`src/gyro_spi_regs.svh`:
```
// Summary of operation
// - Chip select assertion snapshots rate data and fault flags.
// - After chip select release the answer for that command is loaded.
// - 32-bit frames; answer to frame N is shifted out during frame N+1.
// - Clock idles low; input sampled on rising edge, output changes on falling.
// - First exchange after reset returns 0x00000001.
// - Received sequence tag is echoed unchanged in the sensor response.
// - Module select field is always answered as 000.
// - Address bits of a sensor request are ignored.
// - Sensor response: tag, upper parity, content type, rate, faults, frame parity.
// - Read response heads 010, 1110 at 27:24, register data at 20:5.
// - Write response heads 001 and echoes the written 16-bit value.
// - Bad clock count or command parity gives error response with framing bit 20.
// - Content type 00 error, 01 rate, 10 self-test, 11 register access.
// - Gross self-test deviation or lock loss forces content type 00.
// - Command carries odd parity over all 32 bits; device checks it.
// - Upper parity makes response bits 31:16 odd.
// - Frame parity makes all 32 response bits odd.
// - Invalid command, missing register or read-only write raise bit 19.
// - Gap under 0.1 us between frames reports data unavailable in bit 18.
// - Fault flags stay set until reported; persisting faults set again at once.
// - Self-test fault position carries self-test OR resonance weak fault.
`ifndef GYRO_SPI_REGS_SVH
`define GYRO_SPI_REGS_SVH

`define FRAME_BITS 32
`define RESP_AFTER_RESET 32'h0000_0001
`define OP_READ 3'h4
`define OP_WRITE 3'h2
`define HEAD_READ 3'h2
`define HEAD_WRITE 3'h1
`define HEAD_ERROR 3'h0
`define RW_MARK 4'he
`define MODULE_SELECT_ANSWER 3'h0
`define CT_ERROR 2'h0
`define CT_RATE 2'h1
`define CT_SELFTEST 2'h2
`define CT_REGISTER 2'h3
`define SENSOR_MARK_BIT 29
`define TAG_HI_BIT 28
`define CHECK_REQ_BIT 1
`define ADDR_MSB 25
`define ADDR_LSB 17
`define PAYLOAD_MSB 16
`define PAYLOAD_LSB 1
// Times in ns; the gap is 0.1 us
`define CLK_PERIOD_NS 20
`define SEQ_GAP_NS 100
`define SEQ_GAP_CYC ((`SEQ_GAP_NS + `CLK_PERIOD_NS - 1) / `CLK_PERIOD_NS)

`endif

```
`src/gyro_spi_pkg.sv`:
```
package gyro_spi_pkg;
  typedef enum logic [1:0] {
    CMD_SENSOR = 2'h0,
    CMD_READ = 2'h1,
    CMD_WRITE = 2'h2,
    CMD_INVALID = 2'h3
  } cmd_kind_t;

  typedef enum logic [1:0] {
    ST_IDLE = 2'h0,
    ST_DECODE = 2'h1,
    ST_BUILD = 2'h2
  } ctl_state_t;

  typedef logic [31:0] frame_t;
endpackage : gyro_spi_pkg

```
`src/frame_link_if.sv`:
```
`timescale 1ns/1ps
interface frame_link_if;
  logic frame_start;
  logic frame_end;
  logic count_ok;
  gyro_spi_pkg::frame_t rx_word;
  gyro_spi_pkg::frame_t tx_word;

  modport engine (
    output frame_start,
    output frame_end,
    output count_ok,
    output rx_word,
    input tx_word
  );
  modport control (
    input frame_start,
    input frame_end,
    input count_ok,
    input rx_word,
    output tx_word
  );
endinterface : frame_link_if

```
`src/spi_shift_engine.sv`:
```
`timescale 1ns/1ps
`include "gyro_spi_regs.svh"
module spi_shift_engine (
  // Clock and reset
  input wire logic core_clk,
  input wire logic rst,
  input wire logic clk_en,
  // Serial pins
  input wire logic sclk_pin,
  input wire logic cs_n_pin,
  input wire logic mosi_pin,
  output logic miso_o,
  output logic miso_oe,
  // Frame side
  frame_link_if.engine link
);
  logic [1:0] sclk_sync_reg;
  logic [1:0] cs_sync_reg;
  logic [1:0] mosi_sync_reg;
  logic sclk_last_reg;
  logic cs_last_reg;
  logic [5:0] bit_cnt_reg;
  logic [31:0] rx_shift_reg;
  logic [31:0] tx_shift_reg;
  logic sclk_rise;
  logic sclk_fall;
  logic cs_fall;
  logic cs_rise;
  logic cs_active;

  always_ff @(posedge core_clk) begin
    if (rst) begin
      sclk_sync_reg <= 2'h0;
      cs_sync_reg <= 2'h3;
      mosi_sync_reg <= 2'h0;
      sclk_last_reg <= 1'b0;
      cs_last_reg <= 1'b1;
    end else if (clk_en) begin
      sclk_sync_reg <= {sclk_sync_reg[0], sclk_pin};
      cs_sync_reg <= {cs_sync_reg[0], cs_n_pin};
      mosi_sync_reg <= {mosi_sync_reg[0], mosi_pin};
      sclk_last_reg <= sclk_sync_reg[1];
      cs_last_reg <= cs_sync_reg[1];
    end
  end

  assign cs_active = ~cs_sync_reg[1];
  assign sclk_rise = sclk_sync_reg[1] & ~sclk_last_reg;
  assign sclk_fall = ~sclk_sync_reg[1] & sclk_last_reg;
  assign cs_fall = ~cs_sync_reg[1] & cs_last_reg;
  assign cs_rise = cs_sync_reg[1] & ~cs_last_reg;

  // Input sampled on rising edge, counter saturates so long frames stay wrong
  always_ff @(posedge core_clk) begin
    if (rst) begin
      bit_cnt_reg <= 6'h00;
      rx_shift_reg <= 32'h0000_0000;
    end else if (clk_en) begin
      if (cs_fall) begin
        bit_cnt_reg <= 6'h00;
      end else if (cs_active && sclk_rise) begin
        rx_shift_reg <= {rx_shift_reg[30:0], mosi_sync_reg[1]};
        if (bit_cnt_reg != 6'h3f) begin
          bit_cnt_reg <= bit_cnt_reg + 6'h01;
        end
      end
    end
  end

  // Output word taken at frame start, next bit moved out on falling edge
  always_ff @(posedge core_clk) begin
    if (rst) begin
      tx_shift_reg <= 32'h0000_0000;
    end else if (clk_en) begin
      if (cs_fall) begin
        tx_shift_reg <= link.tx_word;
      end else if (cs_active && sclk_fall) begin
        tx_shift_reg <= {tx_shift_reg[30:0], 1'b0};
      end
    end
  end

  always_ff @(posedge core_clk) begin
    if (rst) begin
      miso_o <= 1'b0;
      miso_oe <= 1'b0;
    end else if (clk_en) begin
      miso_oe <= cs_active & ~cs_rise;
      miso_o <= cs_fall ? link.tx_word[31] : tx_shift_reg[31];
    end
  end

  always_ff @(posedge core_clk) begin
    if (rst) begin
      link.frame_start <= 1'b0;
      link.frame_end <= 1'b0;
      link.count_ok <= 1'b0;
      link.rx_word <= 32'h0000_0000;
    end else if (clk_en) begin
      link.frame_start <= cs_fall;
      link.frame_end <= cs_rise;
      if (cs_rise) begin
        link.rx_word <= rx_shift_reg;
        link.count_ok <= (bit_cnt_reg == 6'(`FRAME_BITS));
      end
    end
  end
endmodule : spi_shift_engine

```
`src/gyro_spi_slave.sv`:
```
`timescale 1ns/1ps
`include "gyro_spi_regs.svh"
module gyro_spi_slave (
  // Clock, reset, enable
  input wire logic core_clk,
  input wire logic rst,
  input wire logic clk_en,
  // Serial pins
  input wire logic sclk_pin,
  input wire logic cs_n_pin,
  input wire logic mosi_pin,
  output logic miso_o,
  output logic miso_oe,
  // Sensor data
  input wire logic [15:0] rate_data,
  input wire logic [15:0] selftest_data,
  input wire logic selftest_gross_fail,
  // Raw fault conditions
  input wire logic lock_loss_fault,
  input wire logic quadrature_fault,
  input wire logic stored_checksum_flag,
  input wire logic power_on_fault,
  input wire logic supply_fault_flag,
  input wire logic selftest_fault_flag,
  input wire logic resonance_weak_flag,
  // Register file port
  output logic [8:0] reg_addr,
  output logic reg_wr,
  output logic [15:0] reg_wr_data,
  input wire logic reg_exists,
  input wire logic reg_writable,
  input wire logic [15:0] reg_rd_data,
  // Status
  output logic self_check_request,
  output logic framing_error
);
  frame_link_if link ();

  spi_shift_engine engine_u (
    .core_clk(core_clk),
    .rst(rst),
    .clk_en(clk_en),
    .sclk_pin(sclk_pin),
    .cs_n_pin(cs_n_pin),
    .mosi_pin(mosi_pin),
    .miso_o(miso_o),
    .miso_oe(miso_oe),
    .link(link.engine)
  );

  gyro_spi_pkg::ctl_state_t state_reg;
  gyro_spi_pkg::cmd_kind_t kind_reg;
  gyro_spi_pkg::frame_t resp_reg;
  gyro_spi_pkg::frame_t cmd_reg;
  logic [6:0] sticky_reg;
  logic [6:0] fault_snap_reg;
  logic [15:0] rate_snap_reg;
  logic [15:0] selftest_snap_reg;
  logic gross_snap_reg;
  logic lock_snap_reg;
  logic spi_err_reg;
  logic ready_reg;
  logic du_pending_reg;
  logic du_frame_reg;
  logic [3:0] gap_cnt_reg;
  logic [6:0] fault_raw;
  logic [2:0] seq_tag;
  logic cmd_parity_ok;
  logic rw_bad;
  gyro_spi_pkg::frame_t resp_next;

  // Fault bits 6:1 in response order, sent at response bits 7:2; check bit is echoed separately
  assign fault_raw = {lock_loss_fault, quadrature_fault, stored_checksum_flag,
    power_on_fault, supply_fault_flag, selftest_fault_flag | resonance_weak_flag,
    1'b0};

  assign seq_tag = {cmd_reg[`TAG_HI_BIT], cmd_reg[31:30]};
  assign cmd_parity_ok = ^link.rx_word;

  // Set wins over the clear of reported bits
  always_ff @(posedge core_clk) begin
    if (rst) begin
      sticky_reg <= 7'h00;
    end else if (clk_en) begin
      if (state_reg == gyro_spi_pkg::ST_BUILD && kind_reg == gyro_spi_pkg::CMD_SENSOR) begin
        sticky_reg <= (sticky_reg & ~fault_snap_reg) | fault_raw;
      end else begin
        sticky_reg <= sticky_reg | fault_raw;
      end
    end
  end

  // Snapshot on chip select assertion; the answer may be arbitrarily old
  always_ff @(posedge core_clk) begin
    if (rst) begin
      fault_snap_reg <= 7'h00;
      rate_snap_reg <= 16'h0000;
      selftest_snap_reg <= 16'h0000;
      gross_snap_reg <= 1'b0;
      lock_snap_reg <= 1'b0;
    end else if (clk_en && link.frame_start) begin
      fault_snap_reg <= sticky_reg | fault_raw;
      rate_snap_reg <= rate_data;
      selftest_snap_reg <= selftest_data;
      gross_snap_reg <= selftest_gross_fail;
      lock_snap_reg <= lock_loss_fault;
    end
  end

  // Gap timer between frames for the data unavailable report
  always_ff @(posedge core_clk) begin
    if (rst) begin
      gap_cnt_reg <= 4'hf;
    end else if (clk_en) begin
      if (link.frame_end) begin
        gap_cnt_reg <= 4'h0;
      end else if (gap_cnt_reg != 4'hf) begin
        gap_cnt_reg <= gap_cnt_reg + 4'h1;
      end
    end
  end

  always_ff @(posedge core_clk) begin
    if (rst) begin
      du_pending_reg <= 1'b0;
      du_frame_reg <= 1'b0;
    end else if (clk_en) begin
      if (link.frame_start) begin
        du_pending_reg <= ~ready_reg || (gap_cnt_reg < 4'(`SEQ_GAP_CYC));
      end
      if (link.frame_end) begin
        du_frame_reg <= du_pending_reg;
      end
    end
  end

  // Command capture and decode at frame end
  always_ff @(posedge core_clk) begin
    if (rst) begin
      cmd_reg <= 32'h0000_0000;
      kind_reg <= gyro_spi_pkg::CMD_INVALID;
      spi_err_reg <= 1'b0;
      reg_addr <= 9'h000;
    end else if (clk_en && link.frame_end) begin
      cmd_reg <= link.rx_word;
      spi_err_reg <= ~link.count_ok | ~cmd_parity_ok;
      reg_addr <= link.rx_word[`ADDR_MSB:`ADDR_LSB];
      if (link.rx_word[`SENSOR_MARK_BIT]) begin
        kind_reg <= gyro_spi_pkg::CMD_SENSOR;
      end else if (link.rx_word[31:29] == `OP_READ) begin
        kind_reg <= gyro_spi_pkg::CMD_READ;
      end else if (link.rx_word[31:29] == `OP_WRITE) begin
        kind_reg <= gyro_spi_pkg::CMD_WRITE;
      end else begin
        kind_reg <= gyro_spi_pkg::CMD_INVALID;
      end
    end
  end

  // Register lookup at the build step uses the address registered two cycles earlier
  assign rw_bad = (kind_reg == gyro_spi_pkg::CMD_INVALID) ||
    ((kind_reg == gyro_spi_pkg::CMD_READ || kind_reg == gyro_spi_pkg::CMD_WRITE) &&
    !reg_exists) || (kind_reg == gyro_spi_pkg::CMD_WRITE && !reg_writable);

  always_comb begin
    logic [1:0] ctype;
    ctype = `CT_RATE;
    resp_next = 32'h0000_0000;
    if (spi_err_reg || rw_bad || du_frame_reg) begin
      // Error answer regardless of the command type
      resp_next = {`HEAD_ERROR, 1'b0, `RW_MARK, `MODULE_SELECT_ANSWER,
        spi_err_reg, rw_bad & ~spi_err_reg, du_frame_reg, 10'h000,
        fault_snap_reg[6:1], cmd_reg[`CHECK_REQ_BIT], 1'b0};
    end else if (kind_reg == gyro_spi_pkg::CMD_SENSOR) begin
      if (gross_snap_reg || lock_snap_reg) begin
        ctype = `CT_ERROR;
      end else if (cmd_reg[`CHECK_REQ_BIT]) begin
        ctype = `CT_SELFTEST;
      end else begin
        ctype = `CT_RATE;
      end
      resp_next = {seq_tag, 1'b0, ctype,
        (ctype == `CT_SELFTEST) ? selftest_snap_reg : rate_snap_reg, 2'h0,
        fault_snap_reg[6:1], cmd_reg[`CHECK_REQ_BIT], 1'b0};
    end else if (kind_reg == gyro_spi_pkg::CMD_READ) begin
      resp_next = {`HEAD_READ, 1'b0, `RW_MARK, `MODULE_SELECT_ANSWER,
        reg_rd_data, 4'h0, 1'b0};
    end else begin
      resp_next = {`HEAD_WRITE, 1'b0, `RW_MARK, `MODULE_SELECT_ANSWER,
        cmd_reg[`PAYLOAD_MSB:`PAYLOAD_LSB], 4'h0, 1'b0};
    end
    resp_next[28] = ~(^resp_next[31:16]);
    resp_next[0] = ~(^resp_next[31:1]);
  end

  // Sequencer: decode, then build and load the answer for the next frame
  always_ff @(posedge core_clk) begin
    if (rst) begin
      state_reg <= gyro_spi_pkg::ST_IDLE;
      ready_reg <= 1'b1;
    end else if (clk_en) begin
      case (state_reg)
        gyro_spi_pkg::ST_IDLE: begin
          if (link.frame_end) begin
            state_reg <= gyro_spi_pkg::ST_DECODE;
            ready_reg <= 1'b0;
          end
        end
        gyro_spi_pkg::ST_DECODE: begin
          state_reg <= gyro_spi_pkg::ST_BUILD;
        end
        gyro_spi_pkg::ST_BUILD: begin
          state_reg <= gyro_spi_pkg::ST_IDLE;
          ready_reg <= 1'b1;
        end
        default: begin
          state_reg <= gyro_spi_pkg::ST_IDLE;
          ready_reg <= 1'b1;
        end
      endcase
    end
  end

  always_ff @(posedge core_clk) begin
    if (rst) begin
      resp_reg <= `RESP_AFTER_RESET;
    end else if (clk_en && state_reg == gyro_spi_pkg::ST_BUILD) begin
      resp_reg <= resp_next;
    end
  end

  assign link.tx_word = resp_reg;

  // Register write strobe only for a clean write to a writable register
  always_ff @(posedge core_clk) begin
    if (rst) begin
      reg_wr <= 1'b0;
      reg_wr_data <= 16'h0000;
    end else if (clk_en) begin
      reg_wr <= (state_reg == gyro_spi_pkg::ST_BUILD) &&
        kind_reg == gyro_spi_pkg::CMD_WRITE && !spi_err_reg && !rw_bad && !du_frame_reg;
      // Payload settles a cycle ahead so it already stands when the strobe rises
      if (state_reg == gyro_spi_pkg::ST_DECODE) begin
        reg_wr_data <= cmd_reg[`PAYLOAD_MSB:`PAYLOAD_LSB];
      end
    end
  end

  // Framing flag follows every command; check request the last sensor command without SPI error
  always_ff @(posedge core_clk) begin
    if (rst) begin
      self_check_request <= 1'b0;
      framing_error <= 1'b0;
    end else if (clk_en && state_reg == gyro_spi_pkg::ST_BUILD) begin
      framing_error <= spi_err_reg;
      if (!spi_err_reg && kind_reg == gyro_spi_pkg::CMD_SENSOR) begin
        self_check_request <= cmd_reg[`CHECK_REQ_BIT];
      end
    end
  end
endmodule : gyro_spi_slave

```
`config.mk`:
```
export PLATFORM = sky130hd
export DESIGN_NAME = gyro_spi_slave
export DESIGN_NICKNAME = d
export VERILOG_FILES = /design/src/gyro_spi_pkg.sv /design/src/frame_link_if.sv /design/src/spi_shift_engine.sv /design/src/gyro_spi_slave.sv
export VERILOG_INCLUDE_DIRS = /design/src
export SDC_FILE = /design/constraint.sdc
export NUM_CORES = 1
export LEC_CHECK = 0
export ABC_AREA = 1
export BUFFER_PORTS_ARGS = -buffer_cell sky130_fd_sc_hd__buf_2
export CAP_MARGIN = 20
export CORE_ASPECT_RATIO = 0.7
export CORE_MARGIN = 1.5
export CORE_UTILIZATION = 54
export CTS_BUF_LIST = sky130_fd_sc_hd__clkbuf_4
export CTS_CLUSTER_SIZE = 25
export DETAILED_ROUTE_END_ITERATION = 8
export GPL_TIMING_DRIVEN = 0
export PLACE_DENSITY_LB_ADDON = 0.05
export SYNTH_ARGS = -nofsm -noshare
export SYNTH_HDL_FRONTEND = slang
export SYNTH_SLANG_ARGS = --single-unit
```
`constraint.sdc`:
```
create_clock -name core_clk -period 2.8 [get_ports core_clk]
set_input_delay 0.14 -clock core_clk [delete_from_list [all_inputs] [get_ports core_clk]]
set_output_delay 0.14 -clock core_clk [all_outputs]
set_load 0.005 [all_outputs]
```
==> impl_metrics.yaml, run 1 <==
run_status:
  status: "completed"
timing:
  skew_ps: 27.9
  grt_setup_unrepaired: "false"
  min_period_ps: 2560
  setup_viol: 0
  max_freq_mhz: 390
  setup_tns_ps: 0
  worstMarginPinSlew_ps: 837
  maxSlewViolCount: 0
  period_share_pct: 91.6
  hold_viol: 0
  maxSlewHeadroom_pct: 44.2
place:
  dp_cells: 1868
  place.gp.congestion: 0.941
  portBuffers: 92
  dp_hpwl_um: 24600
global_routing:
  grt_pass1_vias: 10200
  grt-ovfl-total: 0
  grt_first_pass_wirelength_um: 54000
  grt_usage_pct: 32.4
  grt_max_degree: 15
  antenna_found_initial: 0
final_layout:
  final_nets: 1776
  syn2layout_area_growth_pct: 17.6
  drive_above_1_share_pct: 14.5
  n_antenna_cell: 0
  final_common_cell: "nor2_1"
  layoutNonFillerInstCount: 2012
  num-fill-cells: 1821
  final_cell_mix: "257 x nor2_1, 252 x dfxtp_1, 242 x nand2_1"
clocking:
  cts_buffers: 58
  h-tree-depth: 2
  clk_pin_slew_worst_paths_ps: 80
  cts.path.max_buffers: 3
  cts-root-buf: "clkbuf_4"
  cts_tree: "done"
  worstSkewPairLatency_ps: 680
  cts.sinks: 252
route:
  wl_met2_um: 13100
  drtPass1Iterations: 5
  drc: 0
  ant_nets: 0
  viasPerCell: 5.44
  m1WireLength_um: 16800
  route.met3.wl_um: 3360
  post_drt_wl_per_cell_um: 16.9
  drt-initial-drc-count: 1014
  routed.top_layer: "met4"
  vias: 11000
  wirelength_um: 34100
synthesis:
  synth-async-reset-ratio_pct: 0
  yosysSeqAreaShare_pct: 45.9
  ys.flop_type: "dfxtp_1"
  muxShareOfSynthArea_pct: 0
  synth_nets: 1578
  synthAdderAreaFrac_pct: 0.911
  ys_warn_count: 0
  synth_edf_count: 0
  synth.avg_cell_area_um2: 7.29
  synth_compound_area_share_pct: 18.9
  synth-simple-area-share_pct: 23.7
  synth_xor_area_share_pct: 2.71
  synthCells: 1506
  syn-cell-area_um2: 11000
  synth_top_family_by_area: "simple AND/OR/NAND/NOR gates"
  ys_ff_latch: 252
  ys_types: 39
die:
  die_area_um2: 21200
  boundaryPins: 94
  initial_utilization_pct: 55.3
  die_y_um: 122
  num_rows: 43
  fp.coreArea_um2: 19900
  fp.dieW_um: 173
setup_path:
  critPathTopFamily: "simple AND/OR/NAND/NOR gates"
  path_common_cell: "nand2_1"
  cp.required_ps: 3360
  worst_ep_arrival_time_ps: 3130
  cp-end-kind: "register"
  critPathKind: "register to register"
  critPathMaxFanout: 10
  worst_path_max_delay_cell: "dfxtp_1"
  slowest_delay_ps: 370
  critPathBufInv: 4
  start_kind: "register"
  path_cells: "inv_1 -> ha_1 -> nand2_2 -> nand3_2 -> nor2_8 -> buf_6 -> nand4_1 -> nand2_1 -> inv_1 -> nand2_1 -> nand2_1 -> nand2_1 -> nand2_1 -> inv_1 -> nand2_1 -> nand3_1 -> nand2_1 -> nand2_1 -> nand2_1"
pwr:
  seq_power_share_pct: 51.6
  switchingPower_mw: 2.00
  p_per_area_nw_per_um2: 568
  pwr-share-clk_pct: 37.9
  peakVddDrop_mv: 0.463
  leakagePower_nw: 5.60
  switching_share_pct: 27.3
  comb_power_share_pct: 10.5
  intPower_mw: 5.33
job:
  drv_cap: 0
worst_hold_path:
  min_path_type: "input pin to register"
per-layer routing:
layer,vias to the layer above,global-route usage [%]
li1,5366,-
met1,4987,48.7
met2,528,45.9
met3,69,6.32
met4,0,11.3
met5,-,0
Yosys cell counts, types with 7 or more instances:
library cell	count	area [µm²]
nor2_1	257	965
xnor2_1	28	245
dfxtp_1	252	5040
o211ai_1	9	67.6
inv_2	12	45.0
o21ai_0	230	1150
nand3_1	53	265
a21oi_1	101	505
buf_4	11	82.6
inv_1	86	323
ha_1	8	100
clkbuf_1	73	274
nand3_2	7	70.1
buf_2	7	35.0
a31oi_1	37	231
buf_6	8	90.1
nor3_1	20	100
nand2_2	16	100
nand2_1	242	908
through the flow:
step	power [mW]	hold WS [ps]	instance area (µm²)	util (%)	setup WS (ps)
after floorplan	4.31	262	11000	-	721
after global placement	4.54	362	11800	59.3	271
after detailed placement	4.55	372	11800	59.3	183
after CTS	7.34	5.36	12900	65.0	144
after global routing	7.63	26.5	12900	65.1	46.4
final	7.33	45.3	12900	65.1	236
final timing paths:
kind	start	endpoint	slack, ps	depth (start not counted)
max	kind_reg[0]$_SDFFE_PP1P_	link.tx_word[0]$_SDFFE_PP1P_	240	19
min	reg_rd_data[5]	link.tx_word[10]$_SDFFE_PP0P_	50	5
max reg2reg	kind_reg[0]$_SDFFE_PP1P_	link.tx_word[0]$_SDFFE_PP1P_	240	19
min reg2reg	selftest_snap_reg[12]$_SDFFE_PP0P_	selftest_snap_reg[12]$_SDFFE_PP0P_	460	2
repair_timing:
item                                   4_1_cts  5_1_grt
setup endpoints to repair                    0        2
endpoints found under the hold margin       57        0
buffers inserted                             0        1
resized for setup                            0        1
hold buffers                                45        0
worst min-delay path: stages:
cell and delay, ps:
buf_2 120, nand2_1 60, nand3_1 140, nand3_2 140, a21oi_1 70
kinds of logic after synthesis:
group	after synthesis
buf+inv	201
xor+xnor	34
compound gates	394
fa+ha+maj	8
flops	252
simple gates	617
final cells by class:
cell class | count | area (µm²) | area share [%]
well taps | 270 | 338 | 2.62
clock inverters | 16 | 60.1 | 0.465
multi-input cells | 1053 | 5080 | 39.3
flip-flops and latches | 252 | 5040 | 39.1
clock buffers | 82 | 616 | 4.77
repair buffers | 138 | 918 | 7.11
inverters | 101 | 379 | 2.93
plain buffers | 100 | 485 | 3.76
power groups by stage:
stage	Combinational [mW]	Clock (mW)	Sequential, mW
floorplan	0.478	0	3.84
global placement	0.684	0	3.86
detailed placement	0.695	0	3.86
CTS	0.748	2.81	3.78
global route	0.846	2.99	3.79
finish	0.770	2.78	3.78
No activity file was read; power rests on OpenSTA's default activity.
==> inputs of run 2 (changes only) <==
--- a/config.mk
+++ b/config.mk
@@ -8,3 +8,2 @@
 export LEC_CHECK = 0
-export ABC_AREA = 1
 export BUFFER_PORTS_ARGS = -buffer_cell sky130_fd_sc_hd__buf_2
--- a/constraint.sdc
+++ b/constraint.sdc
@@ -3,2 +3,2 @@
 set_output_delay 0.14 -clock core_clk [all_outputs]
-set_load 0.005 [all_outputs]
+set_load 0.01 [all_outputs]
==> run 2 against run 1 <==
Clock-buffer cell count rose by 10. Die area fell by 2.2%. Design area fell by 0.35%. Largest power group unchanged. Highest routed layer unchanged.
==> impl_metrics.yaml, run 2 <==
route:
  post_drt_wl_per_cell_um: 17.5
  drt-initial-drc-count: 964
  ant_nets: 0
  drtPass1Iterations: 5
  viasPerCell: 5.52
  drc: 0
  vias: 10300
  wirelength_um: 32600
synthesis:
  synth_top_family_by_area: "simple AND/OR/NAND/NOR gates"
  synth.avg_cell_area_um2: 7.95
  synth_nets: 1423
  synth-async-reset-ratio_pct: 0
  muxShareOfSynthArea_pct: 2.82
  ys_ff_latch: 252
  synthCells: 1351
  syn-cell-area_um2: 10700
  synth_top_area_cell: "dfxtp_1"
  ys.flop_type: "dfxtp_1"
  synth_area_leaders: "dfxtp_1 47%, nand2_1 14%, a21oi_1 8.6%"
  ys_types: 54
  synth_edf_count: 0
  synth_xor_area_share_pct: 6.28
  synth_common_cells: "406 x nand2_1, 252 x dfxtp_1, 184 x a21oi_1"
  ys_warn_count: 0
  synth_top_area_share_pct: 47.0
  synthAdderAreaFrac_pct: 0.932
  synth_compound_area_share_pct: 15.8
  yosysSeqAreaShare_pct: 47.0
  synth.most_common_cell: "nand2_1"
  synth-simple-area-share_pct: 22.5
setup_path:
  cp-end-kind: "register"
  worst_path_max_delay_cell: "mux2i_1"
  critPathMaxFanout: 10
  critPathKind: "register to register"
  slowest_delay_ps: 490
  cp.required_ps: 3400
  start_kind: "register"
  path_cells: "inv_1 -> ha_1 -> buf_2 -> buf_4 -> mux2i_1 -> xnor2_1 -> o211ai_1 -> xnor3_1 -> a311o_1"
  worst_ep_arrival_time_ps: 3290
die:
  num_rows: 42
  fp.coreArea_um2: 19200
  boundaryPins: 94
  fp.dieW_um: 172
  die_area_um2: 20800
  initial_utilization_pct: 56.0
  die_y_um: 121
timing:
  hold_viol: 0
  setup_viol: 0
  maxSlewViolCount: 0
  grt_setup_unrepaired: "true"
  min_period_ps: 2680
  max_freq_mhz: 373
  period_share_pct: 95.8
  setup_tns_ps: 0
  skew_ps: 44.0
  worstMarginPinSlew_ps: 929
  maxSlewHeadroom_pct: 38.1
  setup_ws_ps: 117
clocking:
  h-tree-depth: 2
  cts_buffers: 60
  cts-root-buf: "clkbuf_4"
  worstSkewPairLatency_ps: 710
  cts_tree: "done"
  cts.sinks: 252
  clk_pin_slew_worst_paths_ps: 80
  cts.path.max_buffers: 3
final_layout:
  fin_area_um2: 12900
  drive_above_1_share_pct: 14.1
  multi_input_area_um2: 5220
  syn2layout_area_growth_pct: 19.9
  final_nets: 1632
  final_common_cell: "nand2_1"
  final_core_util_pct: 67.1
  num-fill-cells: 1685
  final_cell_mix: "406 x nand2_1, 252 x dfxtp_1, 184 x a21oi_1"
  regArea_um2: 5040
pwr:
  p_per_area_nw_per_um2: 559
  switchingPower_mw: 1.84
  peakVddDrop_mv: 0.410
  leakagePower_nw: 4.61
  switching_share_pct: 25.6
  intPower_mw: 5.36
  pwr-share-clk_pct: 40.8
  comb_power_share_pct: 7.6
  finalPower_mw: 7.20
  seq_power_share_pct: 51.5
global_routing:
  grt_pass1_vias: 9580
  grt_usage_pct: 32.0
  antenna_found_initial: 1
  grt_max_degree: 17
  grt_first_pass_wirelength_um: 51000
  grt-ovfl-total: 0
place:
  dp_hpwl_um: 23200
  post-place-ws_ps: -181
  portBuffers: 92
  place.gp.congestion: 0.929
  place_area_um2: 11500
run_status:
  status: "completed"
worst_hold_path:
  min_path_type: "input pin to register"
job:
  drv_cap: 0
[run 2: cell count changes in the layout (fill, tap and decap cells not counted), moves of 12 or more]
cell	change
a311oi_1	+32
a31oi_1	-28
a21oi_1	+83
mux2i_1	+25
nand3_1	-38
nand2_1	+164
xnor2_1	+22
inv_1	-71
nor2_1	-169
nand2_2	-15
o21ai_0	-220
clkbuf_4	+12
[run 2: path summary, 6_finish.rpt]
path                                                          start                       endpoint  slack, ps  cells after the start
worst max register to register             kind_reg[1]$_SDFFE_PP1P_   link.tx_word[0]$_SDFFE_PP1P_        120                      9
worst max-delay path                       kind_reg[1]$_SDFFE_PP1P_   link.tx_word[0]$_SDFFE_PP1P_        120                      9
worst min register to register  engine_u.link.count_ok$_SDFFE_PP0P_       spi_err_reg$_SDFFE_PP0P_        450                      1
worst min-delay path                                 reg_rd_data[6]  link.tx_word[11]$_SDFFE_PP0P_         60                      5
[run 2: per-layer routing]
metal	GRT usage (%)	up-vias	share of wire [%]
met5	0	-	0
met4	9.59	0	2.0
met3	6.62	65	9.8
met2	44.6	457	39
met1	48.8	4822	49
li1	-	4965	-
[run 2: critical path, delay by kind of cell (launching register included)]
| family | cells | cell delay (ps) |
|---|---|---|
| buf+inv | 3 | 590 |
| fa+ha+maj | 1 | 170 |
| compound gates | 2 | 540 |
| flops | 1 | 350 |
| xor+xnor | 2 | 460 |
| mux | 1 | 490 |
[run 2: final cells by class]
class	instances	area share, %
tap	264	2.57
inverter	16	0.467
buffer	105	3.54
sequential	252	39.2
clock inverter	11	0.360
clock buffer	92	5.36
timing repair buffer	148	7.97
multi-input combinational	977	40.5
antenna	1	0.0194
[run 2: cell families after synthesis]
family / Yosys count
AO/OA/AOI/OAI: 284
buffers and inverters: 122
XOR/XNOR: 69
flip-flops: 252
adder cells (fa/ha/maj): 8
multiplexers: 30
AND/OR/NAND/NOR: 586
[run 2: power by group through the flow]
stage	Sequential [mW]	Combinational [mW]	Clock (mW)
6_report	3.71	0.549	2.94
5_1_grt	3.72	0.599	3.18
4_1_cts	3.71	0.531	2.98
3_5_place_dp	3.79	0.472	0
3_3_place_gp	3.79	0.462	0
2_1_floorplan	3.78	0.306	0
[run 2: what timing repair did]
item	4_1_cts	5_1_grt
hold buffers	52	1
endpoints found under the hold margin	62	1
pin swaps	1	0
gates resized for setup	4	15
endpoints found under the setup margin	16	16
buffers inserted	1	1
[run 2: through the flow]
step | cells | hold WS (ps)
4_1_cts | 1863 | 12.4
5_1_grt | 1866 | 54.0
2_1_floorplan | 1351 | 258
3_5_place_dp | 1708 | 358
3_3_place_gp | 1707 | 353
6_report | 1866 | 61.9
==> inputs of run 3 (changes only) <==
BUFFER_PORTS_ARGS = default   (was -buffer_cell sky130_fd_sc_hd__buf_2)
DONT_BUFFER_PORTS = 1   (was default)
SETUP_SLACK_MARGIN = 0.3   (was default)
clock period = 3.3 ns   (was 2.8 ns; I/O delays follow)
==> run 3 against run 2 <==
Clock-buffer cell count decreased by 12. Fmax is 6.6% lower. Total power fell by 17%. First-iteration DRC count fell by 8.2%. Highest routed layer is now met5. Critical path depth is the same. Wire length decreased by 1.3%. Clock power down 17%. Design area fell by 3.9%. Global-route usage shrank 0.74 points. Sequential share of layout area is 1.6 points higher.
==> impl_metrics.yaml, run 3 (synthesis gave the netlist of run 2 again) <==
run_status:
  status: "completed"
die:
  fp.coreArea_um2: 19200
  num_rows: 42
  die_area_um2: 20800
  initial_utilization_pct: 56.0
  fp.dieW_um: 172
  boundaryPins: 94
  die_y_um: 121
final_layout:
  syn2layout_area_growth_pct: 15.2
  final_common_cell: "nand2_1"
  drive_above_1_share_pct: 7.93
  layoutNonFillerInstCount: 1766
  num-fill-cells: 1762
  final_nets: 1546
  final_cell_mix: "406 x nand2_1, 252 x dfxtp_1, 184 x a21oi_1"
global_routing:
  grt_pass1_vias: 9135
  grt_usage_pct: 31.2
  antenna_found_initial: 1
  grt_max_degree: 16
  grt_first_pass_wirelength_um: 49400
  grt-ovfl-total: 0
route:
  ant_nets: 0
  wirelength_um: 32200
  post_drt_wl_per_cell_um: 18.2
  vias: 9947
  viasPerCell: 5.63
  drtPass1Iterations: 6
  drt-initial-drc-count: 885
  drc: 0
clocking:
  cts_buffers: 60
  cts.path.max_buffers: 3
  worstSkewPairLatency_ps: 700
  cts_tree: "done"
  h-tree-depth: 2
  clk_pin_slew_worst_paths_ps: 70
  cts-root-buf: "clkbuf_4"
  cts.sinks: 252
timing:
  maxSlewHeadroom_pct: 35.9
  skew_ps: 27.0
  maxSlewViolCount: 0
  hold_viol: 0
  min_period_ps: 2870
  grt_setup_unrepaired: "true"
  max_freq_mhz: 348
  setup_viol: 0
  setup_tns_ps: 0
  period_share_pct: 87.0
  worstMarginPinSlew_ps: 962
pwr:
  finalPower_mw: 6.01
  intPower_mw: 4.52
  switching_share_pct: 24.8
  seq_power_share_pct: 52.4
  leakagePower_nw: 4.19
  pwr-share-clk_pct: 40.5
  peakVddDrop_mv: 0.322
  switchingPower_mw: 1.49
  p_per_area_nw_per_um2: 486
  comb_power_share_pct: 7.1
place:
  portBuffers: 0
  dp_cells: 1616
  dp_hpwl_um: 23200
  place.gp.congestion: 0.912
setup_path:
  path_cells: "inv_1 -> ha_1 -> buf_2 -> clkbuf_4 -> mux2i_1 -> xnor2_1 -> o211ai_1 -> xnor3_1 -> a311o_1"
  slowest_delay_ps: 530
  cp-end-kind: "register"
  critPathTopFamily: "buffers and inverters"
  worst_path_max_delay_cell: "mux2i_1"
  worst_ep_arrival_time_ps: 3430
  critPathBufInv: 3
  start_kind: "register"
  critPathMaxFanout: 10
  critPathKind: "register to register"
  cp.required_ps: 3860
job:
  drv_cap: 0
worst_hold_path:
  min_path_type: "input pin to register"
run 3: what timing repair did:
action	CTS	global route
hold endpoints to repair	77	0
hold buffers	55	0
setup buffers	0	5
gates resized for setup	3	9
pin swaps	0	1
setup endpoints to repair	5	14
run 3: power by group through the flow:
stage | clock, mW | sequential [mW] | combinational (mW)
after global placement | 0 | 3.22 | 0.347
final | 2.43 | 3.15 | 0.425
after CTS | 2.46 | 3.15 | 0.415
after floorplan | 0 | 3.20 | 0.260
after global routing | 2.62 | 3.15 | 0.469
after detailed placement | 0 | 3.22 | 0.357
run 3: worst min-delay path: cells and delay by family:
family | cells | cell delay [ps]
compound gates | 2 | 140
simple gates | 3 | 360
run 3: layer usage:
metal	share of wire (%)	global-route usage, %	up-vias
li1	-	-	4780
met1	49	47.1	4650
met2	40	44.0	481
met3	11	7.37	34
met4	1.2	7.95	2
met5	0.17	2.30	-
run 3: final cells by class:
class                      count  area (µm²)  area share, %
buffer                       106         457           3.69
tap                          264         330           2.67
inverter                      16        60.1          0.485
antenna                        1        2.50         0.0202
multi-input combinational    977        5200           42.0
clock buffer                  80         601           4.85
clock inverter                 9        87.6          0.708
timing repair buffer          61         593           4.79
sequential                   252        5040           40.8
run 3: worst paths after layout:
kind / from / end / slack (ps) / cells past startpoint
worst min-delay path: reg_exists / link.tx_word[12]$_SDFFE_PP0P_ / 30 / 5
worst max register to register: kind_reg[1]$_SDFFE_PP1P_ / link.tx_word[0]$_SDFFE_PP1P_ / 430 / 9
worst min register to register: engine_u.mosi_sync_reg[1]$_SDFFE_PP0P_ / engine_u.rx_shift_reg[0]$_SDFFE_PP0P_ / 450 / 2
worst max-delay path: kind_reg[1]$_SDFFE_PP1P_ / link.tx_word[0]$_SDFFE_PP1P_ / 430 / 9
run 3: through the flow:
stage | util [%] | cell area [µm²] | hold WS (ps) | setup slack (ps)
after detailed placement | 57.7 | 11100 | 292 | 274
after CTS | 64.2 | 12300 | 14.0 | 339
final | 64.5 | 12400 | 33.4 | 428
after global routing | 64.5 | 12400 | 35.6 | 291
after global placement | 57.7 | 11100 | 284 | 343
after floorplan | - | 10700 | 283 | 808
